**config.mk**
```make
export PLATFORM = sky130hd
export DESIGN_NAME = transmit_path_config_regs
export DESIGN_NICKNAME = d
export VERILOG_FILES = /design/src/rtl/tx_cfg_pkg.sv /design/src/rtl/transmit_path_config_regs.sv
export VERILOG_INCLUDE_DIRS = /design/src /design/src/rtl
export SDC_FILE = /design/constraint.sdc
export NUM_CORES = 1
export LEC_CHECK = 0
export BUFFER_PORTS_ARGS = -buffer_cell sky130_fd_sc_hd__buf_4
export CAP_MARGIN = 0
export CORE_MARGIN = 10
export CORE_UTILIZATION = 45
export CTS_CLUSTER_DIAMETER = 80
export CTS_CLUSTER_SIZE = 10
export DETAILED_ROUTE_END_ITERATION = 16
export GPL_ROUTABILITY_DRIVEN = 0
export GPL_TIMING_DRIVEN = 0
export MAX_ROUTING_LAYER = met4
export PLACE_DENSITY = 0.73
export SYNTH_ARGS = -nofsm -noshare
export SYNTH_HDL_FRONTEND = slang
export SYNTH_SLANG_ARGS = --single-unit
```
**constraint.sdc**
```tcl
create_clock -name sys_clk -period 2.3 [get_ports sys_clk]
set_input_delay 0.23 -clock sys_clk [delete_from_list [all_inputs] [get_ports sys_clk]]
set_output_delay 0.23 -clock sys_clk [all_outputs]
set_load 0.005 [all_outputs]
```
**src/rtl/tx_cfg_map.svh**
```systemverilog
/*
  offsets, field positions, reset values and counts of the transmit configuration bank.
  assumes a 12-bit byte address: port number in bits 11:9, register offset in bits 8:0.
*/
`ifndef TX_CFG_MAP_SVH
`define TX_CFG_MAP_SVH

`define NUM_PORTS          8
`define PORT_STRIDE        12'h200
`define OFS_CONTROL_THREE  9'h183
`define OFS_IO_CONFIG      9'h184
`define OFS_STORE_CONTROL  9'h185
`define OFS_ALARM_CODE     9'h186
`define OFS_HDLC_FIFO      9'h187
`define OFS_INTERLEAVE     9'h188

`define RST_CONTROL_THREE  8'h00
`define RST_IO_CONFIG      8'h00
`define RST_STORE_CONTROL  8'h00
`define RST_ALARM_CODE     8'h00
`define RST_HDLC_FIFO      8'h00
`define RST_INTERLEAVE     8'h00

`define MASK_CONTROL_THREE 8'hff
`define MASK_IO_CONFIG     8'hff
`define MASK_STORE_CONTROL 8'hdf
`define MASK_ALARM_CODE    8'h0f
`define MASK_HDLC_FIFO     8'h03
`define MASK_INTERLEAVE    8'h7f

`define B3_MF_REF          3
`define B3_FRAME_FORMAT    2
`define B3_VIOLATION       1
`define B3_LOOP_OR_CRC     0
`define BIO_CLK_INV        7
`define BIO_LSYNC_INV      6
`define BIO_SSYNC_INV      5
`define BIO_CLK_RATE       4
`define BIO_SSYNC_MODE     3
`define BIO_SYNC_DIR       2
`define BIO_DOUBLE_WIDE    1
`define BIO_LSYNC_MODE     0
`define BES_DATA_FMT       7
`define BES_GAP_CLK        6
`define BES_SLIP_ZONE      4
`define BES_ALIGN          3
`define BES_PTR_RESET      2
`define BES_MIN_DELAY      1
`define BES_ENABLE         0
`define BAC_RAI_MODE       3
`define BAC_AIS_MODE       2
`define BIB_TYPE           4
`define BIB_ENABLE         3

`define T1_FRAME_BITS      9'd193
`define E1_FRAME_BITS      9'd256
`define ESF_FRAMES         5'd24
`define D4_FRAMES          5'd12
`define E1_MF_FRAMES       5'd16
`define SLIP_ZONE_WIDE     8'd9
`define SLIP_ZONE_NARROW   8'd2
`define T1_HALF_FRAME      8'd12
`define E1_HALF_FRAME      8'd16
`define WM_CODE0           6'd4
`define WM_CODE1           6'd16
`define WM_CODE2           6'd32
`define WM_CODE3           6'd48
`define BUS_DEV_CODE0      4'd2
`define BUS_DEV_CODE1      4'd4
`define BUS_DEV_CODE2      4'd8

`endif

```
**src/rtl/tx_cfg_pkg.sv**
```systemverilog
/*
  types of the transmit configuration bank.
  assumes tx_cfg_map.svh supplies the numbers.
*/
package tx_cfg_pkg;

  typedef enum logic [2:0] {
    ALM_NONE,
    ALM_RAI,
    ALM_RAI_CI,
    ALM_AIS,
    ALM_AIS_CI
  } alarm_t;

  typedef struct packed {
    logic       mf_ref_sys;
    logic       d4_framing;
    logic       loop_code_on;
    logic       crc_recalc;
    logic       clk_rate_high;
    logic       sys_sync_mf;
    logic       line_sync_mf;
    logic       data_56k;
    logic       gapped_clock;
    logic       store_on;
    logic       store_min_delay;
    logic [1:0] loop_len;
    logic [5:0] lwm_bytes;
    logic       ibo_on;
    logic       ibo_frame;
    logic [3:0] ibo_devices;
    logic [2:0] bus_position;
  } port_cfg_t;

  typedef struct packed {
    logic bpv_insert;
    logic store_align;
    logic store_reset;
    logic force_slip;
    logic mf_boundary;
  } port_evt_t;

endpackage : tx_cfg_pkg

```
**src/rtl/transmit_path_config_regs.sv**
```systemverilog
/*
  eight-port transmit configuration bank with sync/clock pin handling and command pulses.
  assumes a same-clock register port, external pins asynchronous to sys_clk,
  framer datapath consuming cfg/event outputs.
*/
`timescale 1ns/1ns
`include "tx_cfg_map.svh"

module transmit_path_config_regs (
  input  wire  logic                              sys_clk,
  input  wire  logic                              arst_n,
  input  wire  logic [11:0]                       addr,
  input  wire  logic [7:0]                        wr_data,
  input  wire  logic                              wr_stb,
  input  wire  logic                              rd_stb,
  output logic [7:0]                              rd_data,
  input  wire  logic [7:0]                        e1_mode,
  input  wire  logic [7:0]                        rate_conv,
  input  wire  logic [7:0]                        remote_alarm_request,
  input  wire  logic [7:0]                        ais_request,
  input  wire  logic [7:0]                        three_ones_seen,
  input  wire  logic [7:0][7:0]                   store_separation,
  input  wire  logic [7:0]                        line_clock_pin,
  input  wire  logic [7:0]                        line_sync_pin_in,
  output logic [7:0]                              line_sync_pin_out,
  output logic [7:0]                              line_sync_pin_oe_n,
  input  wire  logic [7:0]                        system_sync_pin,
  output tx_cfg_pkg::port_cfg_t [7:0]             port_cfg,
  output tx_cfg_pkg::port_evt_t [7:0]             port_evt,
  output tx_cfg_pkg::alarm_t [7:0]                alarm_sel
);
  import tx_cfg_pkg::*;

  logic [7:0]       lclk_s1_r;
  logic [7:0]       lclk_s2_r;
  logic [7:0]       lsync_s1_r;
  logic [7:0]       lsync_s2_r;
  logic [7:0]       ssync_s1_r;
  logic [7:0]       ssync_s2_r;
  logic [7:0][7:0]  port_rd;
  logic [7:0]       rd_data_nxt;
  logic [8:0]       reg_ofs;

  assign reg_ofs = addr[8:0];

  // pins cross into sys_clk through two flops each
  // only the second stage feeds logic; the first may still be settling
  always_ff @(posedge sys_clk or negedge arst_n) begin
    if (!arst_n) begin
      lclk_s1_r  <= 8'h00;
      lclk_s2_r  <= 8'h00;
    end else begin
      lclk_s1_r  <= line_clock_pin;
      lclk_s2_r  <= lclk_s1_r;
    end
  end

  always_ff @(posedge sys_clk or negedge arst_n) begin
    if (!arst_n) begin
      lsync_s1_r <= 8'h00;
      lsync_s2_r <= 8'h00;
    end else begin
      lsync_s1_r <= line_sync_pin_in;
      lsync_s2_r <= lsync_s1_r;
    end
  end

  always_ff @(posedge sys_clk or negedge arst_n) begin
    if (!arst_n) begin
      ssync_s1_r <= 8'h00;
      ssync_s2_r <= 8'h00;
    end else begin
      ssync_s1_r <= system_sync_pin;
      ssync_s2_r <= ssync_s1_r;
    end
  end

  // unmapped offsets read zero
  always_comb begin
    rd_data_nxt = port_rd[addr[11:9]];
  end

  always_ff @(posedge sys_clk or negedge arst_n) begin
    if (!arst_n) begin
      rd_data <= 8'h00;
    end else if (rd_stb) begin
      rd_data <= rd_data_nxt;
    end else begin
      rd_data <= 8'h00;
    end
  end

  for (genvar p = 0; p < `NUM_PORTS; p++) begin : g_port
    logic [7:0] ctl3_r;
    logic [7:0] io_r;
    logic [7:0] es_r;
    logic [7:0] ac_r;
    logic [7:0] hf_r;
    logic [7:0] ib_r;
    logic       wr_port;
    logic       lclk_d_r;
    logic       lsync_d_r;
    logic       ssync_d_r;
    logic       lclk;
    logic       lsync;
    logic       ssync;
    logic       lclk_rise;
    logic       lsync_rise;
    logic       ssync_rise;
    logic [8:0] bit_cnt_r;
    logic [4:0] frm_cnt_r;
    logic [8:0] frame_bits;
    logic [4:0] mf_frames;
    logic       bit_wrap;
    logic       frm_wrap;
    logic       bpv_pend_r;
    logic [7:0] slip_thr;
    logic [7:0] half_frame;
    logic       ext_align;
    logic       sync_pulse;
    logic       sig_frame;

    assign wr_port = wr_stb && (addr[11:9] == 3'(p));

    always_ff @(posedge sys_clk or negedge arst_n) begin
      if (!arst_n) begin
        ctl3_r <= `RST_CONTROL_THREE;
        io_r   <= `RST_IO_CONFIG;
        es_r   <= `RST_STORE_CONTROL;
        ac_r   <= `RST_ALARM_CODE;
        hf_r   <= `RST_HDLC_FIFO;
        ib_r   <= `RST_INTERLEAVE;
      end else if (wr_port) begin
        unique case (reg_ofs)
          `OFS_CONTROL_THREE: ctl3_r <= wr_data & `MASK_CONTROL_THREE;
          `OFS_IO_CONFIG:     io_r   <= wr_data & `MASK_IO_CONFIG;
          `OFS_STORE_CONTROL: es_r   <= wr_data & `MASK_STORE_CONTROL;
          `OFS_ALARM_CODE:    ac_r   <= wr_data & `MASK_ALARM_CODE;
          `OFS_HDLC_FIFO:     hf_r   <= wr_data & `MASK_HDLC_FIFO;
          `OFS_INTERLEAVE:    ib_r   <= wr_data & `MASK_INTERLEAVE;
          default: ;
        endcase
      end
    end

    always_comb begin
      unique case (reg_ofs)
        `OFS_CONTROL_THREE: port_rd[p] = ctl3_r;
        `OFS_IO_CONFIG:     port_rd[p] = io_r;
        `OFS_STORE_CONTROL: port_rd[p] = es_r;
        `OFS_ALARM_CODE:    port_rd[p] = ac_r;
        `OFS_HDLC_FIFO:     port_rd[p] = hf_r;
        `OFS_INTERLEAVE:    port_rd[p] = ib_r;
        default:            port_rd[p] = 8'h00;
      endcase
    end

    // decoded configuration, registered so outputs leave from flops
    always_ff @(posedge sys_clk or negedge arst_n) begin
      if (!arst_n) begin
        port_cfg[p] <= '0;
      end else begin
        port_cfg[p].mf_ref_sys      <= ctl3_r[`B3_MF_REF];
        port_cfg[p].d4_framing      <= !e1_mode[p] && ctl3_r[`B3_FRAME_FORMAT];
        port_cfg[p].loop_code_on    <= !e1_mode[p] && ctl3_r[`B3_LOOP_OR_CRC];
        port_cfg[p].crc_recalc      <= e1_mode[p] && ctl3_r[`B3_LOOP_OR_CRC];
        port_cfg[p].clk_rate_high   <= io_r[`BIO_CLK_RATE];
        port_cfg[p].sys_sync_mf     <= io_r[`BIO_SSYNC_MODE];
        port_cfg[p].line_sync_mf    <= io_r[`BIO_LSYNC_MODE];
        port_cfg[p].data_56k        <= es_r[`BES_DATA_FMT];
        port_cfg[p].gapped_clock    <= es_r[`BES_GAP_CLK];
        port_cfg[p].store_on        <= es_r[`BES_ENABLE];
        port_cfg[p].store_min_delay <= es_r[`BES_ENABLE] && es_r[`BES_MIN_DELAY];
        port_cfg[p].loop_len        <= ac_r[1:0];
        unique case (hf_r[1:0])
          2'b00: port_cfg[p].lwm_bytes <= `WM_CODE0;
          2'b01: port_cfg[p].lwm_bytes <= `WM_CODE1;
          2'b10: port_cfg[p].lwm_bytes <= `WM_CODE2;
          2'b11: port_cfg[p].lwm_bytes <= `WM_CODE3;
        endcase
        port_cfg[p].ibo_on          <= ib_r[`BIB_ENABLE];
        port_cfg[p].ibo_frame       <= ib_r[`BIB_TYPE];
        unique case (ib_r[6:5])
          2'b00:   port_cfg[p].ibo_devices <= `BUS_DEV_CODE0;
          2'b01:   port_cfg[p].ibo_devices <= `BUS_DEV_CODE1;
          2'b10:   port_cfg[p].ibo_devices <= `BUS_DEV_CODE2;
          default: port_cfg[p].ibo_devices <= 4'h0;
        endcase
        port_cfg[p].bus_position    <= ib_r[2:0];
      end
    end

    // alarm pattern choice; AIS outranks RAI since it overwrites framing
    always_ff @(posedge sys_clk or negedge arst_n) begin
      if (!arst_n) begin
        alarm_sel[p] <= ALM_NONE;
      end else if (!e1_mode[p] && ais_request[p]) begin
        alarm_sel[p] <= ac_r[`BAC_AIS_MODE] ? ALM_AIS_CI : ALM_AIS;
      end else if (!e1_mode[p] && !ctl3_r[`B3_FRAME_FORMAT] && remote_alarm_request[p]) begin
        alarm_sel[p] <= ac_r[`BAC_RAI_MODE] ? ALM_RAI_CI : ALM_RAI;
      end else begin
        alarm_sel[p] <= ALM_NONE;
      end
    end

    // pin polarity, each of the three pins inverted by its own io_r bit
    assign lclk  = lclk_s2_r[p] ^ io_r[`BIO_CLK_INV];
    assign lsync = lsync_s2_r[p] ^ io_r[`BIO_LSYNC_INV];
    assign ssync = ssync_s2_r[p] ^ io_r[`BIO_SSYNC_INV];

    always_ff @(posedge sys_clk or negedge arst_n) begin
      if (!arst_n) begin
        lclk_d_r  <= 1'b0;
      end else begin
        lclk_d_r  <= lclk;
      end
    end

    always_ff @(posedge sys_clk or negedge arst_n) begin
      if (!arst_n) begin
        lsync_d_r <= 1'b0;
      end else begin
        lsync_d_r <= lsync;
      end
    end

    always_ff @(posedge sys_clk or negedge arst_n) begin
      if (!arst_n) begin
        ssync_d_r <= 1'b0;
      end else begin
        ssync_d_r <= ssync;
      end
    end

    assign lclk_rise  = lclk && !lclk_d_r;
    assign lsync_rise = lsync && !lsync_d_r && !io_r[`BIO_SYNC_DIR];
    assign ssync_rise = ssync && !ssync_d_r;
    assign frame_bits = e1_mode[p] ? `E1_FRAME_BITS : `T1_FRAME_BITS;
    assign mf_frames  = e1_mode[p] ? `E1_MF_FRAMES :
                        (ctl3_r[`B3_FRAME_FORMAT] ? `D4_FRAMES : `ESF_FRAMES);
    assign bit_wrap   = (bit_cnt_r == frame_bits - 9'd1);
    assign frm_wrap   = (frm_cnt_r == mf_frames - 5'd1);

    // line-side frame and multiframe counters
    always_ff @(posedge sys_clk or negedge arst_n) begin
      if (!arst_n) begin
        bit_cnt_r <= 9'h000;
        frm_cnt_r <= 5'h00;
      end else if (lsync_rise && !ctl3_r[`B3_MF_REF]) begin
        bit_cnt_r <= 9'h000;
        if (io_r[`BIO_LSYNC_MODE]) begin
          frm_cnt_r <= 5'h00;
        end
      end else if (ctl3_r[`B3_MF_REF] && ssync_rise) begin
        bit_cnt_r <= 9'h000;
        if (io_r[`BIO_SSYNC_MODE]) begin
          frm_cnt_r <= 5'h00;
        end
      end else if (lclk_rise) begin
        bit_cnt_r <= bit_wrap ? 9'h000 : bit_cnt_r + 9'd1;
        if (bit_wrap) begin
          frm_cnt_r <= frm_wrap ? 5'h00 : frm_cnt_r + 5'd1;
        end
      end
    end

    // T1 signaling frames 6 and 12 of each group of twelve
    assign sig_frame  = !e1_mode[p] && (frm_cnt_r == 5'd5 || frm_cnt_r == 5'd11 ||
                        frm_cnt_r == 5'd17 || frm_cnt_r == 5'd23);
    assign sync_pulse = (io_r[`BIO_LSYNC_MODE] ? frm_cnt_r == 5'h00 : 1'b1) &&
                        (bit_cnt_r == 9'h000 ||
                         (bit_cnt_r == 9'd1 && io_r[`BIO_DOUBLE_WIDE] && sig_frame));

    always_ff @(posedge sys_clk or negedge arst_n) begin
      if (!arst_n) begin
        line_sync_pin_out[p]  <= 1'b0;
        line_sync_pin_oe_n[p] <= 1'b1;
      end else begin
        line_sync_pin_oe_n[p] <= !io_r[`BIO_SYNC_DIR];
        line_sync_pin_out[p]  <= io_r[`BIO_SYNC_DIR] && (sync_pulse ^ io_r[`BIO_LSYNC_INV]);
      end
    end

    // elastic store thresholds
    assign slip_thr   = es_r[`BES_SLIP_ZONE] ? `SLIP_ZONE_NARROW : `SLIP_ZONE_WIDE;
    assign half_frame = e1_mode[p] ? `E1_HALF_FRAME : `T1_HALF_FRAME;
    assign ext_align  = store_separation[p] < half_frame;

    // a set in the clearing cycle wins, so a late three-ones match never eats a new request
    always_ff @(posedge sys_clk or negedge arst_n) begin
      if (!arst_n) begin
        bpv_pend_r <= 1'b0;
      end else if (wr_port && reg_ofs == `OFS_CONTROL_THREE &&
                   wr_data[`B3_VIOLATION] && !ctl3_r[`B3_VIOLATION]) begin
        bpv_pend_r <= 1'b1;
      end else if (three_ones_seen[p]) begin
        bpv_pend_r <= 1'b0;
      end
    end

    always_ff @(posedge sys_clk or negedge arst_n) begin
      if (!arst_n) begin
        port_evt[p].bpv_insert  <= 1'b0;
      end else begin
        port_evt[p].bpv_insert  <= bpv_pend_r && three_ones_seen[p];
      end
    end

    // commands compare against the stored bit, so rewriting a 1 never refires
    always_ff @(posedge sys_clk or negedge arst_n) begin
      if (!arst_n) begin
        port_evt[p].store_align <= 1'b0;
      end else begin
        port_evt[p].store_align <= wr_port && reg_ofs == `OFS_STORE_CONTROL &&
                                   wr_data[`BES_ALIGN] && !es_r[`BES_ALIGN] &&
                                   es_r[`BES_ENABLE] && ext_align;
      end
    end

    always_ff @(posedge sys_clk or negedge arst_n) begin
      if (!arst_n) begin
        port_evt[p].store_reset <= 1'b0;
      end else begin
        port_evt[p].store_reset <= wr_port && reg_ofs == `OFS_STORE_CONTROL &&
                                   wr_data[`BES_PTR_RESET] && !es_r[`BES_PTR_RESET] &&
                                   es_r[`BES_ENABLE];
      end
    end

    always_ff @(posedge sys_clk or negedge arst_n) begin
      if (!arst_n) begin
        port_evt[p].force_slip  <= 1'b0;
      end else begin
        port_evt[p].force_slip  <= rate_conv[p] && es_r[`BES_ENABLE] &&
                                   store_separation[p] <= slip_thr;
      end
    end

    always_ff @(posedge sys_clk or negedge arst_n) begin
      if (!arst_n) begin
        port_evt[p].mf_boundary <= 1'b0;
      end else begin
        port_evt[p].mf_boundary <= ctl3_r[`B3_MF_REF] ? ssync_rise :
                                   (lclk_rise && bit_wrap && frm_wrap);
      end
    end
  end

endmodule : transmit_path_config_regs

```
==> impl_summary.txt, run 1 <==
----------------------------------------------------
[Synthesis]
  Post-Synth Adder-Cell Area ... 0.0334
  Share of synthesized area spent on multiplexers ... 0.111
  Top FF cell, synth ... sky130_fd_sc_hd__dfrtp_1
  Mapped Area ... ~0.033 sq mm
  Number of library cell types mapped by synthesis ... 88
  Cell count after synthesis ... around 2800
  Most frequent cell after synthesis ... sky130_fd_sc_hd__dfrtp_1
  Ys async rst share ... 1.00
  Flop and latch count out of synthesis ... 760
  Fraction of the mapped netlist area in compound gates ... 0.0960
  Largest family of logic cells by synthesized area ... simple AND/OR/NAND/NOR gates
  Post-synth top area cell ... sky130_fd_sc_hd__dfrtp_1
  Post-synth EDFFs ... 0
  Biggest area contributors in the synthesized netlist ... sky130_fd_sc_hd__dfrtp_1 57%, sky130_fd_sc_hd__mux2_2 8.2%, sky130_fd_sc_hd__ha_1 3.3%, sky130_fd_sc_hd__nand2_1 2.3%, sky130_fd_sc_hd__nor2_1 1.7%
  YS warnings ... 0
  Share of synthesized cell area in and, or, nand and nor gates ... 0.128
  Proportion of synthesized chip area in sequential cells ... 0.577
  Syn Area/Cell ... 11.9 sq um
  Xor-xnor portion of the synthesized cell area ... 0.0188
  Top-area cell type share of the netlist area ... 0.570
  Most frequent cells after synthesis ... 752 x sky130_fd_sc_hd__dfrtp_1, 240 x sky130_fd_sc_hd__mux2_2, 203 x sky130_fd_sc_hd__nand2_1

[Floorplanning]
  Number of rows in the core area ... 99
  Area of the core ... between 0.07 and 0.08 sq mm
  IO Pins ... 464
  Die height ... just under 300 microns
  Area of the die ... 0.0846 sq mm
  Die Span X ... 291 microns
  Starting density of the core ... 0.453

[Route]
  First-pass DRT Iterations ... 10
  Post-DR wirelength/cell ... around 26 microns
  Remaining antenna violation count ... 0
  Vias ... roughly 26000
  Iteration-0 DRC count of the detailed router ... just under 3000
  Post-DR vias/cell ... approximately 5.8
  Residual DRC ... 0
  Total Wirelength ... around 110 mm

[Timing]
  Hold Worst Slack ... between 0.02 and 0.025 ns
  Worst setup slack after layout ... -0.144 ns
  Number of hold-slack violations in the final timing report ... 0
  Worst slew slack as a fraction of its limit ... 0.178
  Final setup violating endpoints ... 16
  Maximum frequency from static timing analysis ... roughly 0.41 GHz
  Setup repair after global routing missed its margin ... true
  Max Clock Skew ... roughly 0.034 ns
  Period utilisation layout ... 1.06
  Slew at the pin with the worst max-slew slack ... 1.23 ns
  Max-slew violations ... 0
  Min Clock Period, post-route ... between 2 and 2.5 ns
  Setup_tns ... -1.13 ns

[Clock tree]
  Number of sinks on the clock net ... between 700 and 800
  Number of buffers created by CTS ... between 80 and 90
  Later-pin clock latency in the skew report ... roughly 0.67 ns
  Library cell used as clock root buffer ... sky130_fd_sc_hd__clkbuf_16
  Htree depth ... 3
  Clock transition time at the flip-flop clock pins of the worst setup and hold paths ... ~0.050 ns
  Clk buf depth ... 3
  Clock tree from TritonCTS ... built

[Critical path]
  Reg-to-Reg Start ... g_port[6].bit_cnt_r[5]$_DFFE_PN0N_
  Maximum fanout count along the critical path ... 10
  Worst-path cell with the longest stage delay ... sky130_fd_sc_hd__a31oi_1
  Kind of cell adding the most delay to the critical path ... buffers and inverters
  Peak per-stage delay on the critical path ... 0.46 ns
  Critical path arrival ... 2.97 ns
  Number of buffer and inverter stages on the critical path ... 5
  Worst setup path category ... in2reg
  Worst Path Required ... around 2.8 ns
  Launching instance or port of the critical path ... addr[0]
  Capturing element type of the critical path ... flip-flop
  Crit path cell chain ... buf_4 > buf_6 > and3b_1 > clkbuf_1 > and3_1 > buf_2 > clkbuf_4 > nand2_1 > a31oi_1 > a221oi_2 > a211oi_2
  Startpoint type of the worst setup path ... input port

[GRT]
  Wire length of the first global-routing pass ... approximately 170 mm
  Largest net degree at the start of global routing ... about 120
  Overall global routing resource usage ... 0.271
  Antenna violations before repair ... 13
  Grt total ovfl ... 0
  Via count of the first global-routing pass ... approximately 26000

[Placement]
  Pre-CTS setup slack ... -1.54 ns
  Total cell area at the placement stage ... about 0.038 sq mm
  Sum of net half-perimeters after detailed placement ... ~83 mm
  Number of port buffers ... about 430

[Layout]
  Final cell utilization of the core ... 0.572
  Fillers ... 5979
  Share of post-route cells with drive strength above 1 ... 0.276
  Cell area after layout ... approximately 0.042 sq mm
  Number of nets in the finished design ... about 3700
  Post-synthesis to final-layout area growth ... 26.3%

[Hold path]
  Hold wc startpoint ... store_separation[42]
  Type of the tightest min-delay check ... in2reg

[Power]
  Maximum ir drop on the vdd rail ... ~620 uV
  Pwr dens ... just over 700 mW/mm^2
  Total leakage power ... around 20 nW

[Status]
  Status ... finished with violations
  Failing checks ... negative setup slack

[Job]
  Max-cap violations ... 0

----------------------------------------------------
[registers in the layout, indices dropped and copies added (netlist names), 16 cells and up]
name              flops
port_evt             40
g_port.es_r          56
g_port.ib_r          56
alarm_sel            24
g_port.ac_r          32
g_port.hf_r          16
g_port.ctl3_r        64
g_port.io_r          64
g_port.frm_cnt_r     40
g_port.bit_cnt_r     72
port_cfg            192
[final cells by class]
type | instances | area (sq um) | share of cell area
tap | 959 | 1200 | 0.0288
antenna | 12 | 30.0 | 0.000720
inverter | 114 | 428 | 0.0103
clock buffer | 135 | 2360 | 0.0565
sequential | 760 | 19000 | 0.457
timing repair buffer | 544 | 4470 | 0.107
clock inverter | 8 | 100 | 0.00240
multi-input combinational | 1768 | 13300 | 0.318
buffer | 161 | 815 | 0.0195
[where the power goes]
part / total, mW / switching [mW] / leakage, nW / internal (mW)
logic: 3.02 / 1.80 / 8.68 / 1.22
registers: 14.1 / 0.316 / 10.2 / 13.7
clock network: 12.5 / 5.49 / 1.18 / 7.03
total: 29.6 / 7.61 / 20.1 / 22.0
[worst paths after layout]
check	slack [ns]	cells after the start	endpoint
min in group asynchronous	0.10	2	g_port[4].bit_cnt_r[4]$_DFFE_PN0N_
worst min register to register	0.34	0	lclk_s2_r[2]$_DFF_PN0_
worst max register to register	-0.13	7	g_port[6].bit_cnt_r[0]$_DFFE_PN0N_
worst min-delay path	0.02	5	port_evt[28]$_DFF_PN0_
worst max-delay path	-0.14	11	rd_data[0]$_DFF_PN0_
max in group asynchronous	0.48	5	port_cfg[67]$_DFF_PN0_
[through the flow]
stage          power [mW]  instances
6_report             29.6       4461
5_1_grt              30.7       4459
4_1_cts              29.6       4438
3_5_place_dp         17.0       4196
3_3_place_gp         16.9       4189
2_1_floorplan        15.8       2805
[logic make-up after synthesis]
group | count (synthesis)
muxes | 318
DFF | 760
other | 1
AOI/OAI and AO/OA | 456
xor gates and xnor gates | 71
adders and majority gates | 88
and+or+nand+nor | 803
buffers and inverters | 277
[worst min-delay path, stage by stage]
cell,delay [ns]
sky130_fd_sc_hd__buf_4,0.10
sky130_fd_sc_hd__o21a_1,0.10
sky130_fd_sc_hd__o21ai_0,0.07
sky130_fd_sc_hd__nand4_1,0.10
sky130_fd_sc_hd__nor2_1,0.05
[layer usage]
| metal | wire length (microns) | global-route usage |
|---|---|---|
| met5 | 0 | - |
| met3 | 11300 | 0.0842 |
| met4 | 7440 | 0.150 |
| met1 | 44000 | 0.320 |
| met2 | 51900 | 0.410 |
[placed cells by master (no fill, tap or decap), types with 15 or more instances in the layout]
cell,synthesis,layout
sky130_fd_sc_hd__nor3b_1,24,23
sky130_fd_sc_hd__mux2_1,40,40
sky130_fd_sc_hd__o32ai_1,16,16
sky130_fd_sc_hd__a22o_1,21,21
sky130_fd_sc_hd__a21oi_1,64,63
sky130_fd_sc_hd__and3_1,27,26
sky130_fd_sc_hd__nor3_1,49,49
sky130_fd_sc_hd__inv_1,113,113
sky130_fd_sc_hd__clkbuf_16,0,87
sky130_fd_sc_hd__nor2_1,146,144
sky130_fd_sc_hd__nand2b_1,38,38
sky130_fd_sc_hd__nor2b_1,66,65
sky130_fd_sc_hd__xor2_1,41,41
sky130_fd_sc_hd__mux2i_1,28,28
sky130_fd_sc_hd__mux2_2,240,238
sky130_fd_sc_hd__a22oi_1,35,35
sky130_fd_sc_hd__dlygate4sd3_1,0,91
sky130_fd_sc_hd__dfrtp_1,752,745
sky130_fd_sc_hd__and2_1,36,35
sky130_fd_sc_hd__ha_1,88,88
sky130_fd_sc_hd__or3_1,19,19
sky130_fd_sc_hd__nand3_1,74,73
sky130_fd_sc_hd__o21ai_0,77,75
sky130_fd_sc_hd__xnor2_1,30,30
sky130_fd_sc_hd__o21ai_1,68,56
sky130_fd_sc_hd__nand2_1,203,192
sky130_fd_sc_hd__buf_4,33,478
sky130_fd_sc_hd__nand4_1,18,18
sky130_fd_sc_hd__clkbuf_1,106,140
sky130_fd_sc_hd__a221oi_1,16,15
sky130_fd_sc_hd__conb_1,1,32
[timing repair]
action	4_1_cts	5_1_grt
cloned	1	1
pin swaps	16	27
setup buffers	9	10
hold buffers	90	1
gates resized for setup	62	61
endpoints found under the setup margin	308	87
hold endpoints to repair	173	1
Power figures use the tool's default switching activity.
==> run 2, diff against run 1 <==
Settings changed: SETUP_SLACK_MARGIN set to 0.02.
==> impl_summary.txt, run 2 (synthesized netlist as in run 1, its figures left out) <==
----------------------------------------------------
[Route]
  Post-DR vias/cell ... 5.78 (-0.18%)
  Total Wirelength ... 116 mm (+0.92%)
  Remaining antenna violation count ... 0 (unchanged)
  Vias ... 25900 (+0.22%)
  Post-DR wirelength/cell ... 25.8 microns (+0.52%)
  Residual DRC ... 0 (unchanged)
  Iteration-0 DRC count of the detailed router ... 3004 (+0.81%)
  First-pass DRT Iterations ... 7 (-3)

[Power]
  P_sw ... 7.57 mW (-0.47%)
  Clock share of power ... 0.423 (about the same)
  Logic gate share of total power ... 0.102 (about the same)
  Int Pwr ... 22.1 mW (+0.36%)
  Share of total power consumed by net switching ... 0.255 (-0.00157)
  Total leakage power ... 20.2 nW (+0.48%)
  Flop pwr share ... 0.475 (about the same)
  Maximum ir drop on the vdd rail ... 647 uV (+4.1%)
  Pwr dens ... 706 mW/mm^2 (-0.58%)

[Clock tree]
  Clock tree from TritonCTS ... built
  Clock transition time at the flip-flop clock pins of the worst setup and hold paths ... 0.06 ns (about the same)
  Clk buf depth ... 3 (unchanged)
  Library cell used as clock root buffer ... sky130_fd_sc_hd__clkbuf_16
  Number of sinks on the clock net ... 760 (unchanged)
  Htree depth ... 3 (unchanged)
  Later-pin clock latency in the skew report ... 0.65 ns (-0.02 ns)
  Number of buffers created by CTS ... 86 (unchanged)

[Floorplanning]
  Number of rows in the core area ... 99 (unchanged)
  Area of the core ... 0.0728 sq mm (unchanged)
  Die height ... 291 microns (unchanged)
  Area of the die ... 0.0846 sq mm (unchanged)
  IO Pins ... 464 (unchanged)
  Starting density of the core ... 0.453 (unchanged)
  Die Span X ... 291 microns (unchanged)

[Timing]
  Min Clock Period, post-route ... 2.40 ns (-0.0468 ns)
  Slew at the pin with the worst max-slew slack ... 1.42 ns (+0.187 ns)
  Final setup violating endpoints ... 27 (+11)
  Max-slew violations ... 0 (unchanged)
  Number of hold-slack violations in the final timing report ... 0 (unchanged)
  Setup repair after global routing missed its margin ... true
  Period utilisation layout ... 1.04 (-0.0204)
  Worst setup slack after layout ... -0.0971 ns (+0.0468 ns)
  Worst slew slack as a fraction of its limit ... 0.0531 (-0.125)
  Maximum frequency from static timing analysis ... 0.417 GHz (+2.0%)
  Max Clock Skew ... 0.0373 ns (+0.00370 ns)

[Status]
  Status ... finished with violations
  Failing checks ... negative setup slack

[Critical path]
  Worst setup path category ... reg2reg
  Critical path arrival ... 2.91 ns (-0.06 ns)
  Capturing element type of the critical path ... flip-flop
  Maximum fanout count along the critical path ... 5 (-5)
  Startpoint type of the worst setup path ... flip-flop
  Worst Path Required ... 2.82 ns (about the same)

[Layout]
  Share of post-route cells with drive strength above 1 ... 0.282 (+0.00586)
  Registers with the most flip-flops ... port_cfg x192, g_port.bit_cnt_r x72
  Most common cell after layout, fill and taps aside ... sky130_fd_sc_hd__dfrtp_1
  Filler-free cell count of the finished design ... 4479 (+0.40%)
  Cell area after layout ... 0.0420 sq mm (+0.73%)
  Fillers ... 5962 (-0.28%)
  Number of nets in the finished design ... 3677 (+0.054%)
  Post-synthesis to final-layout area growth ... 27.2%
  Largest register FFs ... 192 (unchanged)
  Register containing the most flip-flops in the final layout ... port_cfg
  Commonest non-fill, non-tap cells in the layout ... 738 x sky130_fd_sc_hd__dfrtp_1, 477 x sky130_fd_sc_hd__buf_4, 239 x sky130_fd_sc_hd__mux2_2

[Hold path]
  Type of the tightest min-delay check ... in2reg

[Placement]
  Pre-CTS setup slack ... -1.71 ns (-0.172 ns)
  Number of placed instances, taps included ... 4197 (+0.024%)
  Sum of net half-perimeters after detailed placement ... 83.2 mm (+0.57%)
  Number of port buffers ... 425 (unchanged)
  Total cell area at the placement stage ... 0.0378 sq mm (about the same)

[GRT]
  Wire length of the first global-routing pass ... 168 mm (-0.29%)
  Via count of the first global-routing pass ... 25700 (-1.0%)
  Largest net degree at the start of global routing ... 125 (+0.81%)
  Grt total ovfl ... 0 (unchanged)
  Overall global routing resource usage ... 0.271 (-0.000507)
  Antenna violations before repair ... 21 (+8)

[Job]
  Max-cap violations ... 0 (unchanged)

----------------------------------------------------
-- run 2: cell count changes in the layout (fill, tap and decap cells not counted), sizes merged --
cell           delta
clkbuf           +12
clkinv            +2
buf               +1
inv               -4
diode             +9
clkdlybuf4s15     +1
dlygate4sd3       -3
-- run 2: power groups by stage --
stage / sequential (mW) / clock [mW] / combinational (mW)
floorplan: 14.2 / 0 / 1.58
global placement: 14.3 / 0 / 2.60
detailed placement: 14.3 / 0 / 2.71
CTS: 14.1 / 12.7 / 2.93
global route: 14.1 / 13.2 / 3.35
finish: 14.1 / 12.5 / 3.04
-- run 2: layout make-up --
| type | instances | area [sq um] | share of cell area |
|---|---|---|---|
| multi-input cells | 1768 | 13400 | 0.318 |
| inverters | 114 | 428 | 0.0102 |
| plain buffers | 160 | 825 | 0.0196 |
| diodes | 21 | 52.6 | 0.00125 |
| flip-flops and latches | 760 | 19000 | 0.454 |
| repair buffers | 547 | 4620 | 0.110 |
| clock buffers | 144 | 2410 | 0.0574 |
| well taps | 959 | 1200 | 0.0286 |
| clock inverters | 6 | 56.3 | 0.00134 |
-- run 2: repair_timing --
item	CTS	global route
setup endpoints to repair	309	358
cloned	1	3
endpoints found under the hold margin	291	0
gates resized for setup	72	71
buffers inserted	11	7
hold buffers	92	0
pin swaps	18	24
-- run 2: stage by stage --
stage / setup TNS (ns) / power (mW) / utilization / hold slack (ns)
CTS: -1.80 / 29.7 / 0.571 / 0.00896
finish: -1.11 / 29.6 / 0.577 / 0.0142
global placement: -6019.97 / 16.9 / 0.515 / 0.333
global route: -3.44 / 30.7 / 0.576 / 0.0451
detailed placement: -306.31 / 17.0 / 0.518 / 0.179
floorplan: 0 / 15.8 / - / -0.0656
-- run 2: worst max-delay path, stage by stage (launching register included) --
cell,delay [ns]
sky130_fd_sc_hd__dfrtp_1,0.42
sky130_fd_sc_hd__or4_4,0.53
sky130_fd_sc_hd__or4_4,0.46
sky130_fd_sc_hd__a2111oi_4,0.43
sky130_fd_sc_hd__nand2_1,0.17
sky130_fd_sc_hd__o31ai_1,0.27
-- run 2: per-layer routing --
| layer | track usage | wire (microns) | up-vias |
|---|---|---|---|
| li1 | - | - | 11200 |
| met1 | 0.315 | 43100 | 12800 |
| met2 | 0.412 | 52900 | 1496 |
| met3 | 0.0926 | 12900 | 397 |
| met4 | 0.140 | 6770 | 0 |
| met5 | - | 0 | - |
-- run 2: worst paths after layout --
kind / startpoint / endpoint / slack, ns / cells after the start
max: g_port[6].bit_cnt_r[4]$_DFFE_PN0N_ / g_port[6].frm_cnt_r[3]$_DFFE_PN0P_ / -0.1 / 5
max in group asynchronous: arst_n / g_port[2].es_r[4]$_DFFE_PN0N_ / 0.27 / 9
max reg2reg: g_port[6].bit_cnt_r[4]$_DFFE_PN0N_ / g_port[6].frm_cnt_r[3]$_DFFE_PN0P_ / -0.1 / 5
min reg2reg: lsync_s1_r[1]$_DFF_PN0_ / lsync_s2_r[1]$_DFF_PN0_ / 0.34 / 0
min in group asynchronous: arst_n / alarm_sel[14]$_DFF_PN0_ / 0.39 / 5
min: store_separation[10] / port_evt[8]$_DFF_PN0_ / 0.01 / 5
